**src/verilog/pesl_pkg.sv**
```systemverilog
package pesl_pkg;

	// ==========================================================
	// Bus and register map
	// ==========================================================
	localparam int ADDR_W = 8;
	localparam int DATA_W = 32;
	localparam int REG_W = 16;
	localparam logic [ADDR_W-1:0] OFS_STATUS = 8'h00;
	localparam logic [ADDR_W-1:0] OFS_ENABLE = 8'h04;
	localparam logic [ADDR_W-1:0] OFS_CTRL = 8'h08;
	localparam logic [ADDR_W-1:0] OFS_IRQ_MASK = 8'h0C;

	// ==========================================================
	// Status bit positions
	// ==========================================================
	localparam int BIT_RING = 8;
	localparam int BIT_SMB = 7;
	localparam int BIT_WDOG = 6;
	localparam int BIT_CODEC = 5;
	localparam int BIT_USB2 = 4;
	localparam int BIT_USB1 = 3;
	localparam int BIT_RSVD = 2;
	localparam int BIT_THROVR = 1;
	localparam int BIT_THRPIN = 0;

	// Enable register: polarity sits in the reserved status slot
	localparam int BIT_POL = 2;
	localparam int BIT_SCI_ROUTING_ENABLE = 0;

	// ==========================================================
	// Masks and reset values
	// ==========================================================
	localparam logic [REG_W-1:0] STS_IMPL = 16'h01FB;
	localparam logic [REG_W-1:0] EN_IMPL = 16'h017D;
	localparam logic [REG_W-1:0] SCI_SMI_MASK = 16'h0179;
	localparam logic [REG_W-1:0] WAKE_MASK = 16'h0139;
	localparam logic [REG_W-1:0] REG_RST = 16'h0000;
	localparam logic [DATA_W-1:0] DATA_ZERO = 32'h00000000;
	localparam logic [7:0] SMB_WAKE_CMD = 8'h01;

	// ==========================================================
	// Timing
	// ==========================================================
	localparam int CLK_PERIOD_NS = 8;
	localparam int CODEC_BIT_CLOCK_STALL_NS = 1000;
	localparam int CODEC_BIT_CLOCK_STALL_CYC =
		(CODEC_BIT_CLOCK_STALL_NS + CLK_PERIOD_NS - 1) / CLK_PERIOD_NS;

	// ==========================================================
	// Carriers
	// ==========================================================
	typedef struct packed {
		logic [ADDR_W-1:0] addr;
		logic [DATA_W-1:0] wdata;
		logic wr;
		logic rd;
	} pesl_bus_t;

	typedef struct packed {
		logic smbCmdValid;
		logic [7:0] smbCmdCode;
		logic watchdogSci;
		logic codecGlobalSci;
		logic usbHost1Wake;
		logic usbHost2Wake;
		logic throttleActive;
	} pesl_evt_t;

endpackage

```
**src/verilog/pesl_clk_watch.sv**
```systemverilog
`timescale 1ns/10ps

module pesl_clk_watch #(
	parameter int LIMIT = pesl_pkg::CODEC_BIT_CLOCK_STALL_CYC,
	parameter int CNT_W = 12
) (
	input wire logic sys_clk,
	input wire logic rst,
	input wire logic clkLevel,
	output logic stalled
);

	localparam logic [CNT_W-1:0] LIMIT_C = CNT_W'(LIMIT);
	localparam logic [CNT_W-1:0] ONE_C = CNT_W'(1);

	logic prev;
	logic [CNT_W-1:0] cnt;

	// Any edge restarts the idle count
	always_ff @(posedge sys_clk or posedge rst) begin
		if (rst) begin
			prev <= 1'b0;
			cnt <= '0;
			stalled <= 1'b0;
		end else begin
			prev <= clkLevel;
			if (clkLevel != prev) begin
				cnt <= '0;
				stalled <= 1'b0;
			end else if (cnt == LIMIT_C) begin
				stalled <= 1'b1;
			end else begin
				cnt <= cnt + ONE_C;
			end
		end
	end

endmodule

```
**src/verilog/pesl_status_low.sv**
```systemverilog
// Notes on behaviour
// - Ring indicate going active sets status bit 8.
// - Status bits clear only on a written one; zero leaves them.
// - SMBus command 01h sets bit 7, even while awake.
// - Bit 7 never raises SCI or SMI by itself.
// - Watchdog logic causing an SCI sets bit 6.
// - Bit 5 set only by data-high with stalled bit clock, or global request.
// - Second USB host wake sets bit 4; wake only if enabled.
// - First USB host wake sets bit 3; wake only if enabled.
// - Thermal override starting throttle sets bit 1.
// - Thermal override bit never gives SMI, SCI or wake.
// - Thermal alarm pin asserted, per polarity, sets bit 0.
// - Thermal bit with its enable raises SCI or SMI.
// - Newly set status with enable set gives a wake event, except watchdog bit 6.
// - Awake: enabled event gives SCI if routed, else SMI.
// - Status cleared by resume-well reset only, not hard reset.
// - Polarity 0: low pin sets thermal bit; 1: high pin sets it.
//
// Implementation choices: the register offsets and the plain strobed port.
`timescale 1ns/10ps

module pesl_status_low (
	input wire logic sys_clk,
	input wire logic rst,
	input wire pesl_pkg::pesl_bus_t busReq,
	input wire pesl_pkg::pesl_evt_t evt,
	input wire logic ringIndicateInN,
	input wire logic thermalAlarmIn,
	input wire logic [1:0] codecSerialDataIn,
	input wire logic codecBitClock,
	input wire logic sysAwake,
	output logic [pesl_pkg::DATA_W-1:0] rdata,
	output logic wakeEvent,
	output logic sciOut,
	output logic systemManagementInterruptN,
	output logic irqOut
);

	localparam int RW = pesl_pkg::REG_W;

	// ==========================================================
	// Pin synchronisers
	// ==========================================================
	logic ringLvl;
	logic thermLvl;
	logic bitClkLvl;
	logic [1:0] sdinLvl;
	logic bitClkStalled;

	pesl_sync #(.RST_VAL(1'b1)) u_ring_sync (
		.sys_clk(sys_clk),
		.rst(rst),
		.pinIn(ringIndicateInN),
		.level(ringLvl)
	);

	pesl_sync #(.RST_VAL(1'b1)) u_therm_sync (
		.sys_clk(sys_clk),
		.rst(rst),
		.pinIn(thermalAlarmIn),
		.level(thermLvl)
	);

	pesl_sync #(.RST_VAL(1'b0)) u_bclk_sync (
		.sys_clk(sys_clk),
		.rst(rst),
		.pinIn(codecBitClock),
		.level(bitClkLvl)
	);

	genvar gi;
	generate
		for (gi = 0; gi < 2; gi++) begin : g_sdin
			pesl_sync #(.RST_VAL(1'b0)) u_sdin_sync (
				.sys_clk(sys_clk),
				.rst(rst),
				.pinIn(codecSerialDataIn[gi]),
				.level(sdinLvl[gi])
			);
		end
	endgenerate

	pesl_clk_watch #(.LIMIT(pesl_pkg::CODEC_BIT_CLOCK_STALL_CYC)) u_bclk_watch (
		.sys_clk(sys_clk),
		.rst(rst),
		.clkLevel(bitClkLvl),
		.stalled(bitClkStalled)
	);

	// ==========================================================
	// Registers
	// ==========================================================
	logic [RW-1:0] status;
	logic [RW-1:0] enable;
	logic [RW-1:0] irqMask;
	logic sciRouting;
	logic ringPrev;
	logic throtPrev;

	// ==========================================================
	// Event detection
	// ==========================================================
	wire ringActive = ~ringLvl;
	wire ringRise = ringActive & ~ringPrev;
	wire smbWake = evt.smbCmdValid &&
		(evt.smbCmdCode == pesl_pkg::SMB_WAKE_CMD);
	wire codecSet = (|sdinLvl & bitClkStalled) | evt.codecGlobalSci;
	wire throtRise = evt.throttleActive & ~throtPrev;
	wire thermPol = enable[pesl_pkg::BIT_POL];
	wire thermActive = (thermLvl == thermPol);

	logic [RW-1:0] setVec;
	always_comb begin
		setVec = '0;
		setVec[pesl_pkg::BIT_RING] = ringRise;
		setVec[pesl_pkg::BIT_SMB] = smbWake;
		setVec[pesl_pkg::BIT_WDOG] = evt.watchdogSci;
		setVec[pesl_pkg::BIT_CODEC] = codecSet;
		setVec[pesl_pkg::BIT_USB2] = evt.usbHost2Wake;
		setVec[pesl_pkg::BIT_USB1] = evt.usbHost1Wake;
		setVec[pesl_pkg::BIT_THROVR] = throtRise;
		setVec[pesl_pkg::BIT_THRPIN] = thermActive;
	end

	// ==========================================================
	// Bus decode
	// ==========================================================
	wire [RW-1:0] wdata16 = busReq.wdata[RW-1:0];
	wire selStatus = (busReq.addr == pesl_pkg::OFS_STATUS);
	wire selEnable = (busReq.addr == pesl_pkg::OFS_ENABLE);
	wire selCtrl = (busReq.addr == pesl_pkg::OFS_CTRL);
	wire selMask = (busReq.addr == pesl_pkg::OFS_IRQ_MASK);
	wire wrStatus = busReq.wr & selStatus;
	wire [RW-1:0] clrVec = wrStatus ? wdata16 : '0;

	// Set wins over a clear in the same cycle
	wire [RW-1:0] next_status =
		((status & ~clrVec) | setVec) & pesl_pkg::STS_IMPL;

	wire [RW-1:0] ctrlView = {{(RW-1){1'b0}}, sciRouting};
	wire [RW-1:0] readMux =
		selStatus ? status :
		selEnable ? enable :
		selCtrl ? ctrlView :
		selMask ? irqMask : '0;
	wire [pesl_pkg::DATA_W-1:0] next_rdata =
		busReq.rd ? {{(pesl_pkg::DATA_W-RW){1'b0}}, readMux} :
		pesl_pkg::DATA_ZERO;

	// ==========================================================
	// Event routing
	// ==========================================================
	wire [RW-1:0] newSet = setVec & ~status;
	wire next_wake =
		|(newSet & enable & pesl_pkg::WAKE_MASK);
	wire routePend =
		|(status & enable & pesl_pkg::SCI_SMI_MASK);
	wire next_sci = sysAwake & sciRouting & routePend;
	wire next_smi = sysAwake & ~sciRouting & routePend;
	wire next_irq = |(status & irqMask);

	// Only the resume-well reset clears status
	always_ff @(posedge sys_clk or posedge rst) begin
		if (rst) begin
			status <= pesl_pkg::REG_RST;
		end else begin
			status <= next_status;
		end
	end

	always_ff @(posedge sys_clk or posedge rst) begin
		if (rst) begin
			enable <= pesl_pkg::REG_RST;
			irqMask <= pesl_pkg::REG_RST;
			sciRouting <= 1'b0;
		end else begin
			if (busReq.wr & selEnable) begin
				enable <= wdata16 & pesl_pkg::EN_IMPL;
			end
			if (busReq.wr & selMask) begin
				irqMask <= wdata16 & pesl_pkg::STS_IMPL;
			end
			if (busReq.wr & selCtrl) begin
				sciRouting <= busReq.wdata[pesl_pkg::BIT_SCI_ROUTING_ENABLE];
			end
		end
	end

	always_ff @(posedge sys_clk or posedge rst) begin
		if (rst) begin
			ringPrev <= 1'b0;
			throtPrev <= 1'b0;
			rdata <= pesl_pkg::DATA_ZERO;
			wakeEvent <= 1'b0;
			sciOut <= 1'b0;
			systemManagementInterruptN <= 1'b1;
			irqOut <= 1'b0;
		end else begin
			ringPrev <= ringActive;
			throtPrev <= evt.throttleActive;
			rdata <= next_rdata;
			wakeEvent <= next_wake;
			sciOut <= next_sci;
			systemManagementInterruptN <= ~next_smi;
			irqOut <= next_irq;
		end
	end

	// ==========================================================
	// Checks
	// ==========================================================
	chk_ring_sets: assert property (
		@(posedge sys_clk) disable iff (rst)
		ringRise |=> status[pesl_pkg::BIT_RING])
	else $error("ring indicate did not set status");

	chk_w1c_exact: assert property (
		@(posedge sys_clk) disable iff (rst)
		wrStatus |=> status == ((($past(status) & ~$past(wdata16))
			| $past(setVec)) & pesl_pkg::STS_IMPL))
	else $error("status write-one-clear wrong");

	chk_zero_keeps: assert property (
		@(posedge sys_clk) disable iff (rst)
		!wrStatus |=> ($past(status) & ~status) == '0)
	else $error("status bit lost without a write");

	chk_smb_sets: assert property (
		@(posedge sys_clk) disable iff (rst)
		smbWake |=> status[pesl_pkg::BIT_SMB])
	else $error("wake command did not set status");

	chk_smb_silent: assert property (
		@(posedge sys_clk) disable iff (rst)
		(status == (16'h0001 << pesl_pkg::BIT_SMB))
		|=> !sciOut && systemManagementInterruptN)
	else $error("smbus bit raised sci or smi");

	chk_wdog_sets: assert property (
		@(posedge sys_clk) disable iff (rst)
		evt.watchdogSci |=> status[pesl_pkg::BIT_WDOG])
	else $error("watchdog sci did not set status");

	chk_codec_only: assert property (
		@(posedge sys_clk) disable iff (rst)
		!codecSet && !status[pesl_pkg::BIT_CODEC]
		|=> !status[pesl_pkg::BIT_CODEC])
	else $error("codec bit set without cause");

	chk_codec_stall: assert property (
		@(posedge sys_clk) disable iff (rst)
		((|sdinLvl) && bitClkStalled) |=> status[pesl_pkg::BIT_CODEC])
	else $error("codec stall did not set status");

	chk_usb_sets: assert property (
		@(posedge sys_clk) disable iff (rst)
		evt.usbHost1Wake |=> status[pesl_pkg::BIT_USB1])
	else $error("usb host 1 wake did not set status");

	chk_usb2_sets: assert property (
		@(posedge sys_clk) disable iff (rst)
		evt.usbHost2Wake |=> status[pesl_pkg::BIT_USB2])
	else $error("usb host 2 wake did not set status");

	chk_usb_wake: assert property (
		@(posedge sys_clk) disable iff (rst)
		newSet[pesl_pkg::BIT_USB1] && enable[pesl_pkg::BIT_USB1]
		|=> wakeEvent)
	else $error("enabled usb wake gave no wake event");

	chk_throt_sets: assert property (
		@(posedge sys_clk) disable iff (rst)
		$rose(evt.throttleActive) |=> status[pesl_pkg::BIT_THROVR])
	else $error("throttle start did not set status");

	chk_ovr_silent: assert property (
		@(posedge sys_clk) disable iff (rst)
		(status == (16'h0001 << pesl_pkg::BIT_THROVR))
		&& ((setVec & ~(16'h0001 << pesl_pkg::BIT_THROVR)) == '0)
		|=> !wakeEvent && !sciOut && systemManagementInterruptN)
	else $error("override bit raised an event");

	chk_pin_polarity: assert property (
		@(posedge sys_clk) disable iff (rst)
		(thermLvl == enable[pesl_pkg::BIT_POL])
		|=> status[pesl_pkg::BIT_THRPIN])
	else $error("thermal pin did not set status");

	chk_therm_route: assert property (
		@(posedge sys_clk) disable iff (rst)
		status[pesl_pkg::BIT_THRPIN] && enable[pesl_pkg::BIT_THRPIN]
		&& sysAwake |=> (sciOut == $past(sciRouting))
		&& (systemManagementInterruptN == $past(sciRouting)))
	else $error("thermal event not routed");

	chk_sleep_quiet: assert property (
		@(posedge sys_clk) disable iff (rst)
		!sysAwake |=> !sciOut && systemManagementInterruptN)
	else $error("sci or smi while not awake");

	chk_rsvd_zero: assert property (
		@(posedge sys_clk) disable iff (rst)
		!status[pesl_pkg::BIT_RSVD] && !enable[1])
	else $error("reserved bit not zero");

	chk_reset_clear: assert property (
		@(posedge sys_clk)
		$fell(rst) |-> status == pesl_pkg::REG_RST)
	else $error("status not cleared by reset");

endmodule

```
**src/verilog/pesl_sync.sv**
```systemverilog
`timescale 1ns/10ps

module pesl_sync #(
	parameter logic RST_VAL = 1'b0
) (
	input wire logic sys_clk,
	input wire logic rst,
	input wire logic pinIn,
	output logic level
);

	logic q1;
	logic q2;
	logic q3;

	// Level moves only once the last two stages agree
	always_ff @(posedge sys_clk or posedge rst) begin
		if (rst) begin
			q1 <= RST_VAL;
			q2 <= RST_VAL;
			q3 <= RST_VAL;
			level <= RST_VAL;
		end else begin
			q1 <= pinIn;
			q2 <= q1;
			q3 <= q2;
			if (q2 == q3) begin
				level <= q3;
			end
		end
	end

endmodule
```
**config.mk**
```make
export PLATFORM = sky130hd
export DESIGN_NAME = pesl_status_low
export DESIGN_NICKNAME = d
export VERILOG_FILES = /design/src/verilog/pesl_pkg.sv /design/src/verilog/pesl_clk_watch.sv /design/src/verilog/pesl_status_low.sv /design/src/verilog/pesl_sync.sv
export SDC_FILE = /design/constraint.sdc
export NUM_CORES = 1
export LEC_CHECK = 0
export BUFFER_PORTS_ARGS = -buffer_cell sky130_fd_sc_hd__clkbuf_2
export CORE_MARGIN = 1.5
export CORE_UTILIZATION = 51
export DETAILED_ROUTE_END_ITERATION = 12
export PLACE_DENSITY = 0.87
export SYNTH_ARGS = -nofsm -noshare
export SYNTH_HDL_FRONTEND = slang
export SYNTH_SLANG_ARGS = --single-unit
```
**constraint.sdc**
```tcl
create_clock -name sys_clk -period 2.1 [get_ports sys_clk]
set_input_delay 0.105 -clock sys_clk [delete_from_list [all_inputs] [get_ports sys_clk]]
set_output_delay 0.105 -clock sys_clk [all_outputs]
set_load 0.1 [all_outputs]
```
==> flow_summary.ini, run 1 <==
[worst_setup_path]
start_kind = flop
critPathMaxFanout = 6
r2r-end = u_bclk_watch.cnt[11]
path_cells = ha_1 -> nor4b_2 -> a21bo_4 -> or4_1 -> a21oi_1
crit_family = simple AND/OR/NAND/NOR gates
reg2reg_setup_slack_ns = 0.32
crit_required_ns = 2.37
critPathKind = reg2reg
worst-path-buf-inv = 0
cp_slowest_stage_delay_ns = 0.48
worstPathArrival_ns = 2.05
rr_startpoint = u_bclk_watch.cnt[0]
cp-end-kind = flop
slowest_stage = or4_1
ff2ff_path_depth = 5

[die]
start_util = 0.529
rows = 28
fp.dieW_microns = 81.6
io_pins = 100
dieHeight_microns = 81.6
core_sq_um = 5960
die-area_sq_um = 6660

[synth]
synth_area_per_cell_sq_um = 12.1
synth_area_sq_um = 3150
synth_seq_area_share = 0.583
ys_types = 50
synth_edf_count = 0
syn-instance-count = 260
synth_warnings = 0
synth_top_flop_cell = dfrtp_1
synth-async-reset-ratio = 1.00
yosys_register_bits = 73

[placement]
dp.cells = 386
place_ws_ns = 0.333
hpwl_microns = 4220
gp_congestion = 0.807
dpl_cell_area_sq_um = 3440
port_buffers = 53

[cts]
cts_tree = done
cts_made_buffers = 9
clockBufferDepth = 2
cts-root-buf = clkbuf_8
clkLatencyLatePin_ns = 0.35
htreeDepth = 3
cts-resized-gates = 0
cts_sinks = 73
post_cts_buffers = 0
clk_pin_slew_ns = 0.07

[sta]
setup_tns_ns = 0
drv_slew = 0
relSlewSlack = 0.514
max_freq_mhz = 561
hold_viol_final = 0
period_minus_slack_ns = 1.78
clock-skew-final_ns = 0.00949
worstMarginPinSlew_ns = 0.726
finalWorstSetupSlack_ns = 0.317
rsz0062_at_grt = no
setup_viol = 0
fin_crit_sh = 0.849

[cells_and_area]
diodes = 0
final_area_sq_um = 3820
mostFrequentLayoutCell = dfrtp_1
syn2layout_area_growth_pct = 21.1
drive_gt1_frac = 0.271
nets = 402
regArea_sq_um = 1840
multiInputGateArea_sq_um = 1190
final_cells = 415
nFillCells = 451
final_cell_mix = dfrtp_1 (64), clkbuf_2 (53), conb_1 (23), nand2_1 (19), mux2_1 (16)

[pwr]
ir_drop_mv = 0.543
p_int_uw = 2430
combinationalPowerShare = 0.148
p_leak_uw = 0.00182
switching_share = 0.276
p_clk_frac = 0.392
seq_power_share = 0.460
p_per_area_nw_per_um2 = 878
p_switching_uw = 926

[hold_path]
min_path_cells = 2
min-delay-start = busReq[8]
whs_endpoint = irqMask[6]
hold_path_class = in2reg

[outcome]
status = completed

[route]
ant_nets = 0
vias_per_cell = 5.39
vias = 2238
totalWireLength_microns = 6070
drt_iter0_drc = 176
drcViolationCount = 0
wire_per_inst_microns = 14.6
firstDrtPassIters = 4

[job]
maxCapViolCount = 0

[global_route]
antenna_found_initial = 0
busiest_layer = met2
grt_pass1_vias = 2128
grt_overflow = 0
grt_use_total = 0.204
grt_util_met3 = 0.0578
grt_pass1_wl_microns = 9950
grt_max_degree = 74
grtUsageMet2 = 0.308
globalRouteMet1Util = 0.265
==> kinds of logic (layout without fill, tap and decap cells) <==
| group | after synthesis | after routing | synth area share |
|---|---|---|---|
| adders and majority gates | 7 | 7 | 0.0238 |
| other | 1 | 23 | 0.00119 |
| AOI/OAI and AO/OA | 45 | 45 | 0.0948 |
| xor gates and xnor gates | 6 | 6 | 0.0167 |
| buffers and inverters | 33 | 91 | 0.0671 |
| DFF | 73 | 73 | 0.583 |
| and+or+nand+nor | 77 | 77 | 0.150 |
| muxes | 18 | 18 | 0.0639 |
==> synthesized netlist by cell type, types with 7 or more instances <==
master | instances | share of area
nand3_1 | 7 | 0.011
mux2_1 | 16 | 0.057
inv_1 | 7 | 0.0083
a22oi_1 | 8 | 0.019
buf_4 | 23 | 0.055
nor2_1 | 12 | 0.014
a21oi_1 | 7 | 0.011
dfstp_2 | 9 | 0.075
nand2_1 | 19 | 0.023
o21ai_0 | 10 | 0.016
dfrtp_1 | 64 | 0.51
==> area by class of cell <==
class | instances | area share
Clock buffer | 10 | 0.0360
Clock inverter | 5 | 0.0272
Inverter | 7 | 0.00688
Multi-Input combinational cell | 176 | 0.311
Sequential cell | 73 | 0.481
Tap cell | 75 | 0.0246
Timing Repair Buffer | 69 | 0.113
==> stage by stage <==
| step | utilization | hold WS, ns | total power [uW] |
|---|---|---|---|
| detailed placement | 0.577 | 0.195 | 2040 |
| global route | 0.641 | 0.0166 | 3480 |
| floorplan | - | 0.109 | 1970 |
| global placement | 0.577 | 0.193 | 2030 |
| CTS | 0.641 | 0.00280 | 3380 |
| finish | 0.641 | 0.0107 | 3350 |
==> layer usage <==
metal  part of all wire  vias up  wire (microns)
met1               0.43     1079            2620
li1                   -     1038               -
met5                  0        -               0
met3              0.074       18             449
met4              0.024        0             147
met2               0.47      103            2850
==> worst max path at each step <==
stage                     cells after the start              endpoint                start
final                                         5  u_bclk_watch.cnt[11]  u_bclk_watch.cnt[0]
after global placement                        5   u_bclk_watch.cnt[9]  u_bclk_watch.cnt[0]
after detailed placement                      5  u_bclk_watch.cnt[11]  u_bclk_watch.cnt[0]
after global routing                          6   u_bclk_watch.cnt[0]  u_bclk_watch.cnt[1]
after floorplan                               1             enable[0]                  rst
after CTS                                     5  u_bclk_watch.cnt[11]  u_bclk_watch.cnt[0]
==> timing repair <==
| item | CTS | global route |
|---|---|---|
| endpoints found under the setup margin | 0 | 0 |
| hold buffers | 14 | 0 |
| endpoints found under the hold margin | 79 | 0 |
==> registers in the layout, indices dropped and copies added (netlist names), 2 cells and up <==
signal                    flops
enable                        7
g_sdin.u_sdin_sync.level      2
g_sdin.u_sdin_sync.q1         2
g_sdin.u_sdin_sync.q2         2
g_sdin.u_sdin_sync.q3         2
irqMask                       8
rdata                         9
status                        8
u_bclk_watch.cnt             12
==> power by group through the flow <==
stage | registers (uW) | logic [uW] | clock network [uW]
floorplan | 1610 | 355 | 0
global placement | 1560 | 462 | 0
detailed placement | 1570 | 474 | 0
CTS | 1540 | 496 | 1340
global route | 1550 | 531 | 1400
finish | 1540 | 495 | 1310
No activity file was read; power rests on OpenSTA's default activity.
==> inputs of run 2 (changes only) <==
- ABC_AREA: default -> 1
- CORE_UTILIZATION: 51 -> 52
- clock period: 2.1 -> 1.78 ns (I/O delays scaled with it)
==> run 2 against run 1 <==
  * Wire length rose by 13%
  * Combinational power rose by 30%
  * Register-to-register slack got worse by 0.05 ns
  * Global-route usage rose by 0.64 points
  * Non-clock buffer count rose by 1
  * Critical path depth rose by 1
  * Core utilization fell by 0.32 points
  * Sequential share of layout area fell by 3.0 points
  * Highest routed layer unchanged
  * Critical endpoint is now u_bclk_watch.cnt[10]
  * Design area rose by 6.7%
  * First-iteration DRC count rose by 5.7%
  * Largest power group unchanged
  * Clock-buffer cell count did not move
==> flow_summary.ini, run 2 <==
[global_route]
grt_pass1_vias = 2654
antenna_found_initial = 0
grt_pass1_wl_microns = 11900
grt_overflow = 0
grt_max_degree = 58
grt_use_total = 0.210

[hold_path]
whs_endpoint = enable[2]
hold_path_class = in2reg
min_path_cells = 3
min-delay-start = busReq[4]

[job]
maxCapViolCount = 0

[pwr]
ir_drop_mv = 0.583
p_leak_uw = 0.00212
finalPower_uw = 3740
p_per_area_nw_per_um2 = 917

[placement]
port_buffers = 53
hpwl_microns = 4780
gp_congestion = 0.877
dp.cells = 493

[synth]
yosysTopAreaCell = dfrtp_1
synthTopCellsByCount = nand2_1 (69), dfrtp_1 (64), inv_1 (41)
syn-instance-count = 366
synthTopCellsByArea = dfrtp_1 (46%), nand2_1 (7.5%), dfstp_2 (6.8%), buf_4 (5.2%), nand3_1 (4.8%)
synth-async-reset-ratio = 1.00
synth_warnings = 0
yosys_register_bits = 73
ys_types = 36
synth_most_common_cell = nand2_1
synth_area_per_cell_sq_um = 9.46
synth_top_flop_cell = dfrtp_1
synth_area_sq_um = 3460
synth_edf_count = 0
synth_top_area_frac = 0.463
synth_seq_area_share = 0.531

[cells_and_area]
nets = 508
top_regs = u_bclk_watch.cnt x12, rdata x9
syn2layout_area_growth_pct = 17.7
regMostFlops = u_bclk_watch.cnt
final_cells = 524
diodes = 0
largest_reg_flops = 12
drive_gt1_frac = 0.264
final_cell_mix = nand2_1 (69), dfrtp_1 (64), clkbuf_2 (53), inv_1 (40), nand3_1 (33)
mostFrequentLayoutCell = nand2_1

[cts]
postCtsHoldBufs = 15
clk_pin_slew_ns = 0.08
cts-resized-gates = 0
cts-root-buf = clkbuf_8
cts_sinks = 73
cts_tree = done
htreeDepth = 3
post_cts_buffers = 0
clockBufferDepth = 2
cts_made_buffers = 9
clkLatencyLatePin_ns = 0.34

[worst_setup_path]
critPathKind = reg2reg
rr_startpoint = u_bclk_watch.cnt[0]
reg2reg_setup_slack_ns = 0.27
start_kind = flop
cp_slowest_stage_delay_ns = 0.46
worstPathArrival_ns = 1.74
r2r-end = u_bclk_watch.cnt[10]
path_cells = ha_1 -> inv_1 -> nor2_1 -> nand3_1 -> o21ai_0 -> a21oi_1
ff2ff_path_depth = 6
slowest_stage = dfrtp_1
cp-end-kind = flop
critPathMaxFanout = 6
crit_required_ns = 2.01

[route]
vias_per_cell = 5.06
drt_iter0_drc = 186
totalWireLength_microns = 6840
vias = 2651
ant_nets = 0
drcViolationCount = 0
firstDrtPassIters = 5
wire_per_inst_microns = 13.1

[sta]
drv_slew = 0
period_minus_slack_ns = 1.51
worstMarginPinSlew_ns = 0.543
setup_viol = 0
hold_viol_final = 0
fin_crit_sh = 0.847
rsz0062_at_grt = no
timing.hold.ws_ns = 0.0102
max_freq_mhz = 663
relSlewSlack = 0.639
clock-skew-final_ns = 0.0127
setup_tns_ns = 0

[die]
die-area_sq_um = 7150
fp.dieW_microns = 84.6
start_util = 0.542
core_sq_um = 6390
rows = 29
dieHeight_microns = 84.6
io_pins = 100

[outcome]
status = completed
[run 2: cells by family after synthesis]
logic type,count (synthesis),synth area share
simple gates,162,0.231
flops,73,0.531
buf+inv,71,0.108
compound gates,47,0.0947
fa+ha+maj,7,0.0217
xor+xnor,5,0.0127
other cells,1,0.00108
[run 2: cell type report]
cell class,instances,area (sq um)
Clock inverter,6,67.6
Tap cell,77,96.3
Clock buffer,10,128
Multi-Input combinational cell,244,1330
Inverter,44,169
Timing Repair Buffer,70,443
Fill cell,499,2310
Sequential cell,73,1840
[run 2: layer usage]
layer	vias up	global-route usage	share of wire
met2	107	0.346	0.50
met4	0	0.0777	0.014
li1	1284	-	-
met5	-	0	0
met3	10	0.0521	0.061
met1	1250	0.271	0.42
[run 2: worst max-delay path by stage]
stage | start | endpoint | slack, ns | depth (start not counted)
finish | u_bclk_watch.cnt[0] | u_bclk_watch.cnt[10] | 0.27 | 6
detailed placement | u_bclk_watch.cnt[0] | u_bclk_watch.cnt[10] | 0.34 | 6
global route | u_bclk_watch.cnt[0] | u_bclk_watch.cnt[10] | 0.21 | 6
global placement | u_bclk_watch.cnt[0] | u_bclk_watch.cnt[10] | 0.42 | 6
CTS | u_bclk_watch.cnt[0] | u_bclk_watch.cnt[10] | 0.28 | 6
floorplan | u_bclk_watch.cnt[0] | u_bclk_watch.cnt[4] | 0.51 | 6
[run 2: critical path, delay by kind of cell, from the launching register on]
kind	cells	cell delay (ns)
buffers and inverters	1	0.07
AOI/OAI and AO/OA	2	0.22
DFF	1	0.46
adders and majority gates	1	0.22
and+or+nand+nor	2	0.42
[run 2: power by group]
part / internal [uW] / total (uW) / leakage (uW) / switching [uW]
logic: 162 / 643 / 0.00112 / 481
clock network: 652 / 1270 / 0.0000929 / 615
registers: 1750 / 1830 / 0.000906 / 73.5
total: 2570 / 3740 / 0.00212 / 1170
[run 2: through the flow]
stage          setup WS (ns)  area (sq um)  utilization
3_5_place_dp           0.343          3730        0.584
3_3_place_gp           0.417          3730        0.584
5_1_grt                0.206          4070        0.638
2_1_floorplan          0.510          3550            -
4_1_cts                0.280          4070        0.638
6_report               0.272          4070        0.638
==> inputs of run 3 (changes only) <==
- CORE_UTILIZATION: 52 -> 47
- PLACE_DENSITY: 0.87 -> 0.83
- clock period: 1.78 -> 1.38 ns (I/O delays scaled with it)
==> run 3 against run 2 <==
  * Clock skew hardly changed
  * Sequential share of layout area down 1.6 points
  * Die area up 10%
  * Maximum frequency grew 9.5%
  * Via count up 1.9%
  * Global-route usage is 1.9 points lower
  * Largest cell class unchanged
==> flow_summary.ini, run 3 (synthesis results as in run 2) <==
[sta]
clock-skew-final_ns = 0.0130
max_freq_mhz = 726
drv_slew = 0
setup_tns_ns = 0
hold_viol_final = 0
period_minus_slack_ns = 1.38
relSlewSlack = 0.638
worstMarginPinSlew_ns = 0.546
setup_viol = 0
fin_crit_sh = 0.998

[worst_setup_path]
crit_required_ns = 1.65
critPathKind = reg2reg
worstPathArrival_ns = 1.65
start_kind = flop
reg2reg_setup_slack_ns = 0.003
critPathMaxFanout = 5
cp-end-kind = flop
crit_start = u_bclk_watch.cnt[1]
rr_startpoint = u_bclk_watch.cnt[1]

[route]
ant_nets = 0
vias_per_cell = 4.87
firstDrtPassIters = 4
drcViolationCount = 0
wire_per_inst_microns = 12.7
vias = 2701
totalWireLength_microns = 7020
drt_iter0_drc = 195

[cts]
cts_tree = done
clkLatencyLatePin_ns = 0.35
cts_sinks = 73
cts-root-buf = clkbuf_8
clk_pin_slew_ns = 0.09
clockBufferDepth = 2
cts_made_buffers = 9
htreeDepth = 3

[outcome]
status = completed

[cells_and_area]
final_cells = 555
fin_util = 0.588
syn2layout_area_growth_pct = 22.0
regMostFlops = u_bclk_watch.cnt
largest_reg_flops = 12
drive_gt1_frac = 0.294
nets = 517
final_cell_mix = nand2_1 (69), dfrtp_1 (64), clkbuf_2 (52), inv_1 (37), nand3_1 (33)
final_area_sq_um = 4220
mostFrequentLayoutCell = nand2_1
diodes = 0
multiInputGateArea_sq_um = 1350
regArea_sq_um = 1840
nFillCells = 585
top_regs = u_bclk_watch.cnt x12, rdata x9

[die]
die-area_sq_um = 7890
io_pins = 100
fp.dieW_microns = 88.8
core_sq_um = 7180
rows = 31
dieHeight_microns = 88.8
start_util = 0.482

[job]
maxCapViolCount = 0

[global_route]
grt_max_degree = 24
grt_pass1_wl_microns = 11500
grt_overflow = 0
grt_pass1_vias = 2535
antenna_found_initial = 0
grt_use_total = 0.191

[pwr]
finalPower_uw = 4960
p_per_area_nw_per_um2 = 1170
ir_drop_mv = 0.680
p_leak_uw = 0.00216

[placement]
port_buffers = 53
gp_congestion = 0.876
dpl_cell_area_sq_um = 3800
hpwl_microns = 4860
dp.cells = 519

[hold_path]
min-delay-start = busReq[8]
hold_path_class = in2reg
==> run 3: worst paths after layout <==
path                                             to  depth (start not counted)
max                             u_bclk_watch.cnt[2]                          7
min                                      irqMask[6]                          3
max reg2reg                     u_bclk_watch.cnt[2]                          7
min reg2reg                g_sdin[0].u_sdin_sync.q2                          0
max in group asynchronous      u_bclk_watch.cnt[11]                          4
min in group asynchronous      u_bclk_watch.stalled                          3
==> run 3: layer usage <==
layer	share of wire	GRT usage
met1	0.45	0.255
met2	0.48	0.301
met3	0.055	0.0410
met4	0.018	0.0838
met5	0	0
==> run 3: critical path, cell delays in order, from the launching register on <==
cell and delay, ns:
dfrtp_1 0.45, inv_1 0.09, ha_2 0.19, inv_2 0.04, nor2_2 0.10, nand4_1 0.18
buf_6 0.19, o31ai_1 0.05
==> run 3: where the power goes <==
group	internal [uW]	switching [uW]	total, uW
Clock	886	816	1700
Sequential	2260	93.9	2350
Combinational	256	645	900
Total	3400	1550	4960
==> run 3: per-stage QoR <==
stage	setup WS, ns	hold WS, ns
after CTS	0.0429	0.0144
after floorplan	0.110	0.0735
after detailed placement	-0.0253	0.0757
after global placement	0.0421	0.0711
final	0.00262	0.0238
after global routing	-0.0441	0.0231
==> run 3: what timing repair did <==
item	in CTS	in global routing
setup endpoints to repair	2	10
pin swaps	1	3
hold buffers	17	0
setup buffers	1	2
endpoints found under the hold margin	49	0
resized for setup	1	9
==> run 3: final cells by class <==
type | count | share of cell area
flip-flops and latches | 73 | 0.435
multi-input cells | 244 | 0.320
repair buffers | 79 | 0.127
inverters | 44 | 0.0400
clock buffers | 10 | 0.0326
well taps | 99 | 0.0293
clock inverters | 6 | 0.0157
